File: src/dcrb_pkg.sv
// constants for the converter setup register bank
`default_nettype none
package dcrb_pkg;
    // ====================================================
    // register indices (byte address = index * 4)
    localparam logic [2:0]  IDX_NOP      = 3'h0;
    localparam logic [2:0]  IDX_CODE     = 3'h1;
    localparam logic [2:0]  IDX_SETUP    = 3'h2;
    localparam logic [2:0]  IDX_ISTAT    = 3'h3;
    localparam logic [2:0]  IDX_ICLR     = 3'h4;
    localparam logic [2:0]  IDX_IEN      = 3'h5;
    // ====================================================
    // reset values and setup write mask
    localparam logic [15:0] CODE_RST     = 16'h0000;
    localparam logic [15:0] SETUP_RST    = 16'h0036;
    localparam logic [15:0] SETUP_WMASK  = 16'h7BFF;
    localparam logic [1:0]  IEN_RST      = 2'h0;
    // ====================================================
    // setup word field positions
    localparam int          THR_LSB      = 13;
    localparam int          CLK_DIV_BIT  = 12;
    localparam int          CLK_EN_BIT   = 11;
    localparam int          UBM_IRQ_BIT  = 9;
    localparam int          IRQ_PIN_BIT  = 8;
    localparam int          CLR_PIN_BIT  = 7;
    localparam int          PORT_OFF_BIT = 6;
    localparam int          RATE_BIT     = 5;
    localparam int          CHK_BIT      = 4;
    localparam int          POL_BIT      = 3;
    localparam int          TRIG_BIT     = 2;
    localparam int          HOLD_BIT     = 1;
    localparam int          EARLY_BIT    = 0;
    // ====================================================
    // interrupt status bits
    localparam int          EV_CRC       = 0;
    localparam int          EV_CLR       = 1;
    localparam int          EV_N         = 2;
    // ====================================================
    // clock output divider: 128 = two halves of 64 edges
    localparam int          CLK_DIVIDE   = 128;
    localparam logic [5:0]  HALF_LAST    = 6'(CLK_DIVIDE / 2 - 1);
    localparam logic [3:0]  BAD_MAX      = 4'h8;
endpackage
`default_nettype wire

File: src/dcrb_top.sv
// converter setup register bank with wishbone slave
// Function
// - no-op register ignores writes, reads zero
// - 16-bit output code register, reset zero
// - setup word resets 0036h, bits 15,10 read-only
// - bad-frame run threshold 1,2,4,8 sets status
// - clock output undivided or divided by 128
// - clock output driven only when enabled
// - break-mode interrupt on serial transmit when enabled
// - interrupt pin works only when enabled
// - data-in pin transitions request clear state in break mode when enabled
// - serial port off bit, reset zero
// - rate select 1200 or 9600 break mode
// - frame check enabled by default, host appends check
// - interrupt pin active low or high
// - interrupt pin edge pulse or level
// - data-out tristate hold, else drive during select
// - data-out launched on rising or falling edge
//
// Added by the designer: the Wishbone slave port.
`default_nettype none
module dcrb_top (
    input  wire logic        CLK,
    input  wire logic        SRST,
    input  wire logic        CYC_I,
    input  wire logic        STB_I,
    input  wire logic        WE_I,
    input  wire logic [4:2]  ADR_I,
    input  wire logic [3:0]  SEL_I,
    input  wire logic [31:0] DAT_I,
    output logic      [31:0] DAT_O,
    output logic             ACK_O,
    input  wire logic        OSC_IN,
    input  wire logic        FRAME_DONE,
    input  wire logic        FRAME_BAD,
    input  wire logic        SCLK,
    input  wire logic        CS_N,
    input  wire logic        SDO_DATA,
    input  wire logic        SDI,
    output logic      [15:0] DAC_CODE,
    output logic             CLK_OUT,
    output logic             CLK_OUT_OE,
    output logic             IRQ_PIN,
    output logic             SERIAL_TX_IRQ,
    output logic             DAC_CLEAR,
    output logic             SERIAL_PORT_OFF,
    output logic             BREAK_MODE,
    output logic             FRAME_CHECK_EN,
    output logic             SDO_O,
    output logic             SDO_OE,
    output logic             INT
);

    // ====================================================
    // helpers
    function automatic logic [15:0] lane_mask(
        input logic [3:0] sel
    );
        lane_mask = {{8{sel[1]}}, {8{sel[0]}}};
    endfunction

    function automatic logic [3:0] run_limit(
        input logic [1:0] code
    );
        run_limit = 4'h1 << code;
    endfunction

    function automatic logic idx_hit(
        input logic [2:0] adr,
        input logic [2:0] idx
    );
        idx_hit = (adr == idx);
    endfunction

    // ====================================================
    // bus decode
    logic        req;
    logic        wr;
    logic [15:0] wmask;
    logic [15:0] wdata;
    logic        ack_r;

    assign req   = CYC_I & STB_I & ~ack_r;
    assign wr    = req & WE_I;
    assign wmask = lane_mask(SEL_I);
    assign wdata = DAT_I[15:0];

    // ====================================================
    // registers
    logic [15:0]             code_r;
    logic [15:0]             setup_r;
    logic [dcrb_pkg::EV_N-1:0] istat_r;
    logic [dcrb_pkg::EV_N-1:0] ien_r;
    logic [dcrb_pkg::EV_N-1:0] ev;
    logic [dcrb_pkg::EV_N-1:0] iclr;

    always_ff @(posedge CLK) begin
        if (SRST) begin
            code_r <= dcrb_pkg::CODE_RST;
        end else if (wr && idx_hit(ADR_I, dcrb_pkg::IDX_CODE)) begin
            code_r <= (code_r & ~wmask) | (wdata & wmask);
        end
    end

    always_ff @(posedge CLK) begin
        if (SRST) begin
            setup_r <= dcrb_pkg::SETUP_RST;
        end else if (wr && idx_hit(ADR_I, dcrb_pkg::IDX_SETUP)) begin
            setup_r <= (setup_r & ~(wmask & dcrb_pkg::SETUP_WMASK))
                     | (wdata & wmask & dcrb_pkg::SETUP_WMASK);
        end
    end

    always_ff @(posedge CLK) begin
        if (SRST) begin
            ien_r <= dcrb_pkg::IEN_RST;
        end else if (wr && idx_hit(ADR_I, dcrb_pkg::IDX_IEN) && SEL_I[0]) begin
            ien_r <= wdata[dcrb_pkg::EV_N-1:0];
        end
    end

    assign iclr = (wr && idx_hit(ADR_I, dcrb_pkg::IDX_ICLR) && SEL_I[0])
                ? wdata[dcrb_pkg::EV_N-1:0] : '0;

    // set wins over clear
    always_ff @(posedge CLK) begin
        if (SRST) begin
            istat_r <= '0;
        end else begin
            istat_r <= (istat_r & ~iclr) | ev;
        end
    end

    // ====================================================
    // setup fields
    logic [1:0] thr_code;
    logic       div_sel;
    logic       clk_en;
    logic       uart_break_irq_enable;
    logic       irq_pin_en;
    logic       clear_pin_enable;
    logic       port_off;
    logic       rate_fast;
    logic       chk_en;
    logic       pol_high;
    logic       trig_level;
    logic       sdo_hold;
    logic       early;
    logic       brk;

    assign thr_code   = setup_r[dcrb_pkg::THR_LSB +: 2];
    assign div_sel    = setup_r[dcrb_pkg::CLK_DIV_BIT];
    assign clk_en     = setup_r[dcrb_pkg::CLK_EN_BIT];
    assign uart_break_irq_enable = setup_r[dcrb_pkg::UBM_IRQ_BIT];
    assign irq_pin_en = setup_r[dcrb_pkg::IRQ_PIN_BIT];
    assign clear_pin_enable = setup_r[dcrb_pkg::CLR_PIN_BIT];
    assign port_off   = setup_r[dcrb_pkg::PORT_OFF_BIT];
    assign rate_fast  = setup_r[dcrb_pkg::RATE_BIT];
    assign chk_en     = setup_r[dcrb_pkg::CHK_BIT];
    assign pol_high   = setup_r[dcrb_pkg::POL_BIT];
    assign trig_level = setup_r[dcrb_pkg::TRIG_BIT];
    assign sdo_hold   = setup_r[dcrb_pkg::HOLD_BIT];
    assign early      = setup_r[dcrb_pkg::EARLY_BIT];
    assign brk        = rate_fast & ~port_off;

    // ====================================================
    // bus answer
    logic [31:0] rdata;

    always_comb begin
        rdata = 32'h0000_0000;
        if (ADR_I == dcrb_pkg::IDX_NOP) begin
            rdata = 32'h0000_0000;
        end else if (ADR_I == dcrb_pkg::IDX_CODE) begin
            rdata[15:0] = code_r;
        end else if (ADR_I == dcrb_pkg::IDX_SETUP) begin
            rdata[15:0] = setup_r & dcrb_pkg::SETUP_WMASK;
        end else if (ADR_I == dcrb_pkg::IDX_ISTAT) begin
            rdata[dcrb_pkg::EV_N-1:0] = istat_r;
        end else if (ADR_I == dcrb_pkg::IDX_ICLR) begin
            rdata = 32'h0000_0000;
        end else if (ADR_I == dcrb_pkg::IDX_IEN) begin
            rdata[dcrb_pkg::EV_N-1:0] = ien_r;
        end
    end

    always_ff @(posedge CLK) begin
        if (SRST) begin
            ack_r <= 1'b0;
        end else begin
            ack_r <= req;
        end
    end

    always_ff @(posedge CLK) begin
        if (SRST) begin
            DAT_O <= 32'h0000_0000;
        end else if (req && !WE_I) begin
            DAT_O <= rdata;
        end
    end

    assign ACK_O = ack_r;

    // ====================================================
    // bad-frame run counter
    logic [3:0] bad_r;
    logic [3:0] bad_nxt;

    assign bad_nxt = (bad_r == dcrb_pkg::BAD_MAX) ? bad_r : bad_r + 4'h1;

    always_ff @(posedge CLK) begin
        if (SRST || !chk_en) begin
            bad_r <= 4'h0;
        end else if (FRAME_DONE) begin
            bad_r <= FRAME_BAD ? bad_nxt : 4'h0;
        end
    end

    assign ev[dcrb_pkg::EV_CRC] = chk_en & FRAME_DONE & FRAME_BAD
                                & (bad_nxt == run_limit(thr_code));

    // ====================================================
    // clear pin
    logic sdi_p;
    logic clr_ev;

    always_ff @(posedge CLK) begin
        if (SRST) begin
            sdi_p <= 1'b0;
        end else begin
            sdi_p <= SDI;
        end
    end

    assign clr_ev = clear_pin_enable & brk & (SDI ^ sdi_p);
    assign ev[dcrb_pkg::EV_CLR] = clr_ev;

    always_ff @(posedge CLK) begin
        if (SRST) begin
            DAC_CLEAR <= 1'b0;
        end else begin
            DAC_CLEAR <= clr_ev;
        end
    end

    // ====================================================
    // clock output
    logic       osc_p;
    logic [5:0] half_r;
    logic       slow_r;

    always_ff @(posedge CLK) begin
        if (SRST) begin
            osc_p <= 1'b0;
        end else begin
            osc_p <= OSC_IN;
        end
    end

    always_ff @(posedge CLK) begin
        if (SRST) begin
            half_r <= 6'h00;
            slow_r <= 1'b0;
        end else if (OSC_IN && !osc_p) begin
            half_r <= (half_r == dcrb_pkg::HALF_LAST) ? 6'h00 : half_r + 6'h01;
            if (half_r == dcrb_pkg::HALF_LAST) begin
                slow_r <= ~slow_r;
            end
        end
    end

    always_ff @(posedge CLK) begin
        if (SRST) begin
            CLK_OUT    <= 1'b0;
            CLK_OUT_OE <= 1'b0;
        end else begin
            CLK_OUT    <= clk_en & (div_sel ? slow_r : OSC_IN);
            CLK_OUT_OE <= clk_en;
        end
    end

    // ====================================================
    // interrupts
    logic irq;
    logic irq_p;
    logic pin_act;

    assign irq = |(istat_r & ien_r);

    always_ff @(posedge CLK) begin
        if (SRST) begin
            irq_p <= 1'b0;
        end else begin
            irq_p <= irq;
        end
    end

    assign pin_act = trig_level ? irq : (irq & ~irq_p);

    always_ff @(posedge CLK) begin
        if (SRST) begin
            IRQ_PIN <= ~dcrb_pkg::SETUP_RST[dcrb_pkg::POL_BIT];
        end else begin
            IRQ_PIN <= (irq_pin_en & pin_act) ~^ pol_high;
        end
    end

    always_ff @(posedge CLK) begin
        if (SRST) begin
            SERIAL_TX_IRQ <= 1'b0;
        end else begin
            SERIAL_TX_IRQ <= uart_break_irq_enable & brk & irq;
        end
    end

    always_ff @(posedge CLK) begin
        if (SRST) begin
            INT <= 1'b0;
        end else begin
            INT <= irq;
        end
    end

    // ====================================================
    // code and serial port setup outputs
    always_ff @(posedge CLK) begin
        if (SRST) begin
            DAC_CODE        <= dcrb_pkg::CODE_RST;
            SERIAL_PORT_OFF <= 1'b0;
            BREAK_MODE      <= 1'b0;
            FRAME_CHECK_EN  <= 1'b0;
        end else begin
            DAC_CODE        <= code_r;
            SERIAL_PORT_OFF <= port_off;
            BREAK_MODE      <= brk;
            FRAME_CHECK_EN  <= chk_en;
        end
    end

    // ====================================================
    // data-out pin
    logic sclk_p;
    logic launch;

    always_ff @(posedge CLK) begin
        if (SRST) begin
            sclk_p <= 1'b0;
        end else begin
            sclk_p <= SCLK;
        end
    end

    assign launch = early ? (sclk_p & ~SCLK) : (SCLK & ~sclk_p);

    always_ff @(posedge CLK) begin
        if (SRST) begin
            SDO_O <= 1'b0;
        end else if (launch && !CS_N) begin
            SDO_O <= SDO_DATA;
        end
    end

    always_ff @(posedge CLK) begin
        if (SRST) begin
            SDO_OE <= 1'b0;
        end else begin
            SDO_OE <= ~sdo_hold & ~CS_N;
        end
    end

endmodule
`default_nettype wire

File: config.mk
export PLATFORM = sky130hd
export DESIGN_NAME = dcrb_top
export DESIGN_NICKNAME = d
export VERILOG_FILES = /design/src/dcrb_pkg.sv /design/src/dcrb_top.sv
export SDC_FILE = /design/constraint.sdc
export NUM_CORES = 1
export LEC_CHECK = 0
export ABC_CLOCK_PERIOD_IN_PS = 3800
export BUFFER_PORTS_ARGS = -buffer_cell sky130_fd_sc_hd__buf_2
export CAP_MARGIN = 20
export CORE_UTILIZATION = 45
export DETAILED_ROUTE_END_ITERATION = 6
export PLACE_DENSITY = 0.68
export SETUP_SLACK_MARGIN = 0.3
export SYNTH_ARGS = -nofsm -noshare
export SYNTH_HDL_FRONTEND = slang
export SYNTH_SLANG_ARGS = --single-unit
export TNS_END_PERCENT = 1
File: constraint.sdc
create_clock -name CLK -period 3.8 [get_ports CLK]
set_input_delay 0.38 -clock CLK [delete_from_list [all_inputs] [get_ports CLK]]
set_output_delay 0.38 -clock CLK [all_outputs]
set_load 0.1 [all_outputs]
# After elaboration in Yosys (flattened, before gate mapping)
# Index checks and enable logic that the tools add are counted.
[classes] addsub=2 eq_ne=8 shifts=1 muxes=13 bitwise_logic=38 reduce_logical=17
[ops] op="$and 16x16->16" n=3
[ops] op="$mux 16" n=2
[ops] op="$and 1x1->1" n=17
[ops] op="$not 15->16" n=1
[ops] op="$not 16->16" n=1
[ops] op="$or 16x15->16" n=1
[ops] op="$or 16x16->16" n=1
[ops] op="$mux 15" n=1
[ops] op="$logic_and 1x1->1" n=9
[ops] op="$mux 2" n=4
[ops] op="$mux 4" n=2
[ops] op="$not 1->1" n=8
[ops] op="$add 6x1->6 const B" n=1
[ops] op="$eq 3x2->1 const B" n=2
[ops] op="$eq 3x3->1 const B" n=2
[ops] op="$eq 6x6->1 const B" n=1
[ops] op="$mux 6" n=1
[ops] op="$add 4x1->4 const B" n=1
[ops] op="$and 2x2->2" n=2
[ops] op="$eq 4x4->1" n=1
[ops] op="$eq 4x4->1 const B" n=1
[ops] op="$logic_not 1->1" n=4
[ops] op="$shl 1x2->4 const A" n=1
[ops] op="$eq 3x1->1 const B" n=1
[ops] op="other kinds (9)" n=11
[totals] regBits=110 input_bits=51 out_inout_bits=60 wordCells=103

# Longest topological paths before layout
[depth] word_depth=9 depth_mapped=7 ltp_nobuf=7

# Worst setup path before layout
# Ideal clock, no wire load.
[synth_timing] kind="reg2reg" start="register ack_r, in the netlist ACK_O" end="register DAT_O[0]" setup_time_ps=87 arrival_ps=1940 t_required_ps=3713 slack_ps=1773 path_stages_with_launch=6 n_path_buf=1 synth_period_minus_slack_ps=2027 cell_sequence="dfxtp_1 nand4bb_4 and2_0 clkbuf_1 nand2_1 o31ai_1"
[synth_between] elab_chain_len=3
[synth_lines] item="from (decl)" line_no="dcrb_top.sv:81" rtl="logic ack_r;"
[synth_lines] item="from (signal assigned)" line_no="dcrb_top.sv:191" rtl="ack_r <= req;"
[synth_lines] item="$not 1->1" line_no="dcrb_top.sv:83" rtl="assign req = CYC_I & STB_I & ~ack_r;"
[synth_lines] item="$and 1x1->1" line_no="dcrb_top.sv:83"
[synth_lines] item="$logic_and 1x1->1" line_no="dcrb_top.sv:198" rtl="end else if (req && !WE_I) begin"
[synth_lines] item="to (signal assigned)" line_no="dcrb_top.sv:199" rtl="DAT_O <= rdata;"
[synth_lines] item="to (decl)" line_no="dcrb_top.sv:31" rtl="output logic [31:0] DAT_O,"
# Every way passes these cells.
# A chain may end at the register's enable or synchronous reset.

# Worst setup path in the final report
[layout_timing] start="register bad_r[0]" end="register istat_r[0] (netlist bit)"
[layout_between] elab_chain_len=5 elab_cells_between_ends=6 cone_classes="1 x add/sub; 2 x eq/ne; 1 x mux; 2 x bitwise"
[layout_lines] item="from (decl)" line_no="dcrb_top.sv:207" rtl="logic [3:0] bad_r;"
[layout_lines] item="from (signal assigned)" line_no="dcrb_top.sv:216" rtl="bad_r <= FRAME_BAD ? bad_nxt : 4'h0;"
[layout_lines] item="$add 4x1->4 / $eq 4x4->1 (equally long branches)" line_no="dcrb_top.sv:210" rtl="assign bad_nxt = (bad_r == dcrb_pkg::BAD_MAX) ? bad_r : bad_r + 4'h1;"
[layout_lines] item="$mux 4 *" line_no="dcrb_top.sv:210"
[layout_lines] item="$eq 4x4->1 *" line_no="dcrb_top.sv:221" rtl="& (bad_nxt == run_limit(thr_code));"
[layout_lines] item="$and 1x1->1 *" line_no="dcrb_top.sv:221"
[layout_lines] item="$or 2x2->2 *" line_no="dcrb_top.sv:130" rtl="istat_r <= (istat_r & ~iclr) | ev;"
[layout_lines] item="to (signal assigned)" line_no="dcrb_top.sv:130"
[layout_lines] item="to (decl)" line_no="dcrb_top.sv:92" rtl="logic [dcrb_pkg::EV_N-1:0] istat_r;"
# Mark *: on every way between the ends. The rest lies on a longest branch, timed or not.

==> results.txt <==
* Hold Crit Class: in2reg
* Setup repair after global routing missed its margin: no
* Synthesized area: 0.00368 mm2
- The Yosys step of the flow raised 0 warnings.
* R2R depth: 7
- Die H: 92.5 um
- Die width: 92.5 um
- In this run the static leakage power is 1.87 nW.
- Share of the synthesized area in the top cell type: 0.500
* End of the worst register-to-register path: istat_r[0]
- Global routing usage summed across all routing layers: 0.184
- Most frequently used flop master after synthesis: dfxtp_1
* Global-route wire length before repair: 12.4 mm
- Max Cap Viol: 0
- Clk root buf: clkbuf_8
- Worst Setup Slack, final: 1.97 ns
- By startpoint and endpoint, the worst setup path is classified as reg2reg.
* Post-route minimum period: 1.83 ns
- Setup violations remaining at the end of the flow were counted as 0.
- For the pin with the worst max-slew slack, the measured transition is 0.885 ns.
* Share of total power in combinational logic: 0.102
- The total area inside the core boundary comes to 0.00781 mm2.
- Switch share: 0.284
* HPWL Detailed: 5.31 mm
- Synthesis handed over a netlist of 391 instances.
- The share of total power dissipated in the clock network is 0.372.
- Of the total power, registers draw 0.526.
- For the worst setup path, the data required time is 4.05 ns.
* Count of vias placed by the detailed router: 2859
- Row cnt: 32
- For this run, asynchronously set or reset flops after synthesis account for 0.
- In this run the most critical hold path is launched from CS_N.
- dfxtp_1 is the most common cell in the netlist.
* Peak fanout along the critical path: 6
* Category of the worst setup path capture point: flip-flop
* Routed Antenna Nets: 0
- Maximum number of pins on one net before global-route repair: 35
- After clock tree synthesis, the repair step resized 0 gates.
- Largest clock skew in the final design: 0.0108 ns
- The flow ran to the end, and the final reports show no timing, DRC or antenna violations.
* EDFF count, synth: 0
* Hold worst-path end: SDO_OE
- Max-slew violation count: 0
- The number of endpoints with negative hold slack in the final report was 0.
- Synthesized area per cell: 9.42 um2
- Summed over all nets, the switching power comes to 0.528 mW.
- Fraction of layout cells with a size suffix above 1: 0.240
- In this run the power density over the cells is 437 mW/mm2.
- Number of vias per cell after detailed routing: 5.03
* Routed length per placed instance: 13.2 um
* Number of CTS-inserted buffers: 9
- Adding up every negative setup slack in the final design gives 0 ns.
- # Post-CTS Setup Buffers: 0
* Fmax: 0.547 GHz
* GP Congestion: 0.768
* Post-layout net count: 515
* Initial core utilization: 0.472
- Number of violations reported at the end of detailed-routing iteration 0: 77
- The first detailed-routing pass ran for 4 iterations.
* Antenna violations before repair: 0
- Counting along the longest clock path gives a buffer depth of 2.
* VDD IR max: 0.216 mV
- The worst pin sits at a relative slew slack of 0.409.
* Cell at the slowest stage of the critical path: dfxtp_1
- Category of the worst setup path launch point: flip-flop
- Fraction of the yosys area taken by sequential cells: 0.500
- The number of global-route vias before repair is 2647.
- Period Utilization, post-route: 0.481
- Instance count along the most critical hold path: 2
- Data arrival time of the critical path: 2.08 ns
- Relative to the synthesized area, the layout overhead comes to 15.7%.
* Number of distinct library cells after synthesis: 54
- By area the synthesized netlist is led by dfxtp_1 50%, mux2i_1 6.0%, nand2_1 4.9%.
- Register-to-register setup slack: 1.97 ns
- The number of antenna diodes in the final layout is 0.
- Most area-hungry cell type in the Yosys netlist: dfxtp_1
- In the routed design, unresolved DRC markers number 0.
* Clock latency of the later-clocked register in the worst-skew pair: 0.36 ns
* Slowest Stage Delay on Critical Path: 0.45 ns
* Number of hold buffers added after cts: 0
- Clock-pin slew was measured on the worst setup and hold paths at 0.09 ns.
- The worst register-to-register path begins at bad_r[0].
- Wires add up to 7.48 mm.
- Worst setup slack after placement: 1.71 ns
- Number of primary I/O pins: 111
- CP Cell Sequence: inv_1, ha_1, a21oi_1, mux2i_1, o211ai_1, o311ai_0, a31o_1
- Total of flip-flops plus latches after synthesis: 92
- The H-tree was split into 3 levels.
- Buffers added on ports: 76
- Pint: 1.33 mW
- On the final layout, the worst hold slack is 0.196 ns.
- The floorplan step defined a die boundary enclosing 0.00855 mm2.
- The total overflow left after global routing is 0.
- Most numerous cell types in the synthesized netlist: 92 x dfxtp_1, 48 x nand2_1, 35 x nor2_1
- Number of sinks driven by the clock tree: 92
- TritonCTS built the clock tree.
[metrics by stage]
stage	instance area [um2]	power, mW	instances	util
after floorplan	3740	1.17	406	-
after global placement	4050	1.19	552	0.519
after detailed placement	4050	1.19	552	0.519
after CTS	4260	1.88	568	0.546
after global routing	4260	1.93	568	0.546
final	4260	1.86	568	0.546
[routing by layer]
| metal | global-route usage | part of all wire | vias up | routed length [um] |
|---|---|---|---|---|
| li1 | - | - | 1436 | - |
| met1 | 0.230 | 0.47 | 1347 | 3480 |
| met2 | 0.315 | 0.48 | 66 | 3560 |
| met3 | 0.0353 | 0.046 | 10 | 344 |
| met4 | 0.0664 | 0.012 | 0 | 89 |
| met5 | 0 | 0 | - | 0 |
[area by class of cell]
class | instances | area (um2)
flip-flops and latches | 92 | 1840
inverters | 7 | 26.3
clock inverters | 7 | 87.6
clock buffers | 9 | 124
multi-input cells | 273 | 1660
fillers | 744 | 3550
well taps | 102 | 128
repair buffers | 78 | 395
[worst max-delay path: cells and delay by family (launching register included)]
kind | cells | cell delay [ns]
buffers and inverters | 1 | 0.13
AO/OA/AOI/OAI | 4 | 0.78
flip-flops | 1 | 0.45
adder cells (fa/ha/maj) | 1 | 0.24
multiplexers | 1 | 0.14
[cell families (layout without fill, tap and decap cells)]
family | count (synthesis) | count (layout) | synth area share
muxes | 24 | 24 | 0.0659
and+or+nand+nor | 161 | 161 | 0.234
DFF | 92 | 92 | 0.500
AOI/OAI and AO/OA | 59 | 59 | 0.0999
adders and majority gates | 3 | 3 | 0.0102
xor gates and xnor gates | 10 | 10 | 0.0238
buffers and inverters | 41 | 101 | 0.0646
other | 1 | 16 | 0.00102
[placed cells by master (no fill, tap or decap), types with 3 or more instances in the layout]
cell | netlist | layout
mux2i_1 | 22 | 22
nor2b_1 | 24 | 24
xor2_1 | 3 | 3
a22oi_1 | 16 | 16
nand3_1 | 17 | 17
xnor2_1 | 7 | 7
ha_1 | 3 | 3
nand2b_1 | 4 | 4
nand2_1 | 48 | 48
buf_2 | 6 | 76
a21oi_1 | 19 | 19
nor2_1 | 35 | 35
dfxtp_1 | 92 | 92
inv_1 | 6 | 6
o21ai_1 | 3 | 3
conb_1 | 1 | 16
inv_6 | 0 | 3
nor3_1 | 4 | 4
clkbuf_8 | 0 | 9
o21ai_0 | 10 | 10
and3_1 | 4 | 4
[how the worst max path moves through the flow]
stage / startpoint / endpoint / slack [ns] / cells after the start
5_1_grt: bad_r[0] / istat_r[0] / 1.82 / 7
6_report: bad_r[0] / istat_r[0] / 1.97 / 7
3_5_place_dp: ADR_I[3] / flip-flop / 1.71 / 5
3_3_place_gp: SRST / DAT_O[1] / 1.73 / 5
4_1_cts: bad_r[0] / istat_r[0] / 1.95 / 7
2_1_floorplan: ACK_O / DAT_O[0] / 1.77 / 5
[power by group through the flow]
stage	clock network, mW	logic, mW	registers, mW
2_1_floorplan	0	0.140	1.03
4_1_cts	0.708	0.190	0.981
6_report	0.692	0.190	0.981
5_1_grt	0.750	0.202	0.983
3_3_place_gp	0	0.188	1.00
3_5_place_dp	0	0.190	1.00
Note: power is estimated with default switching activity, not from simulation.
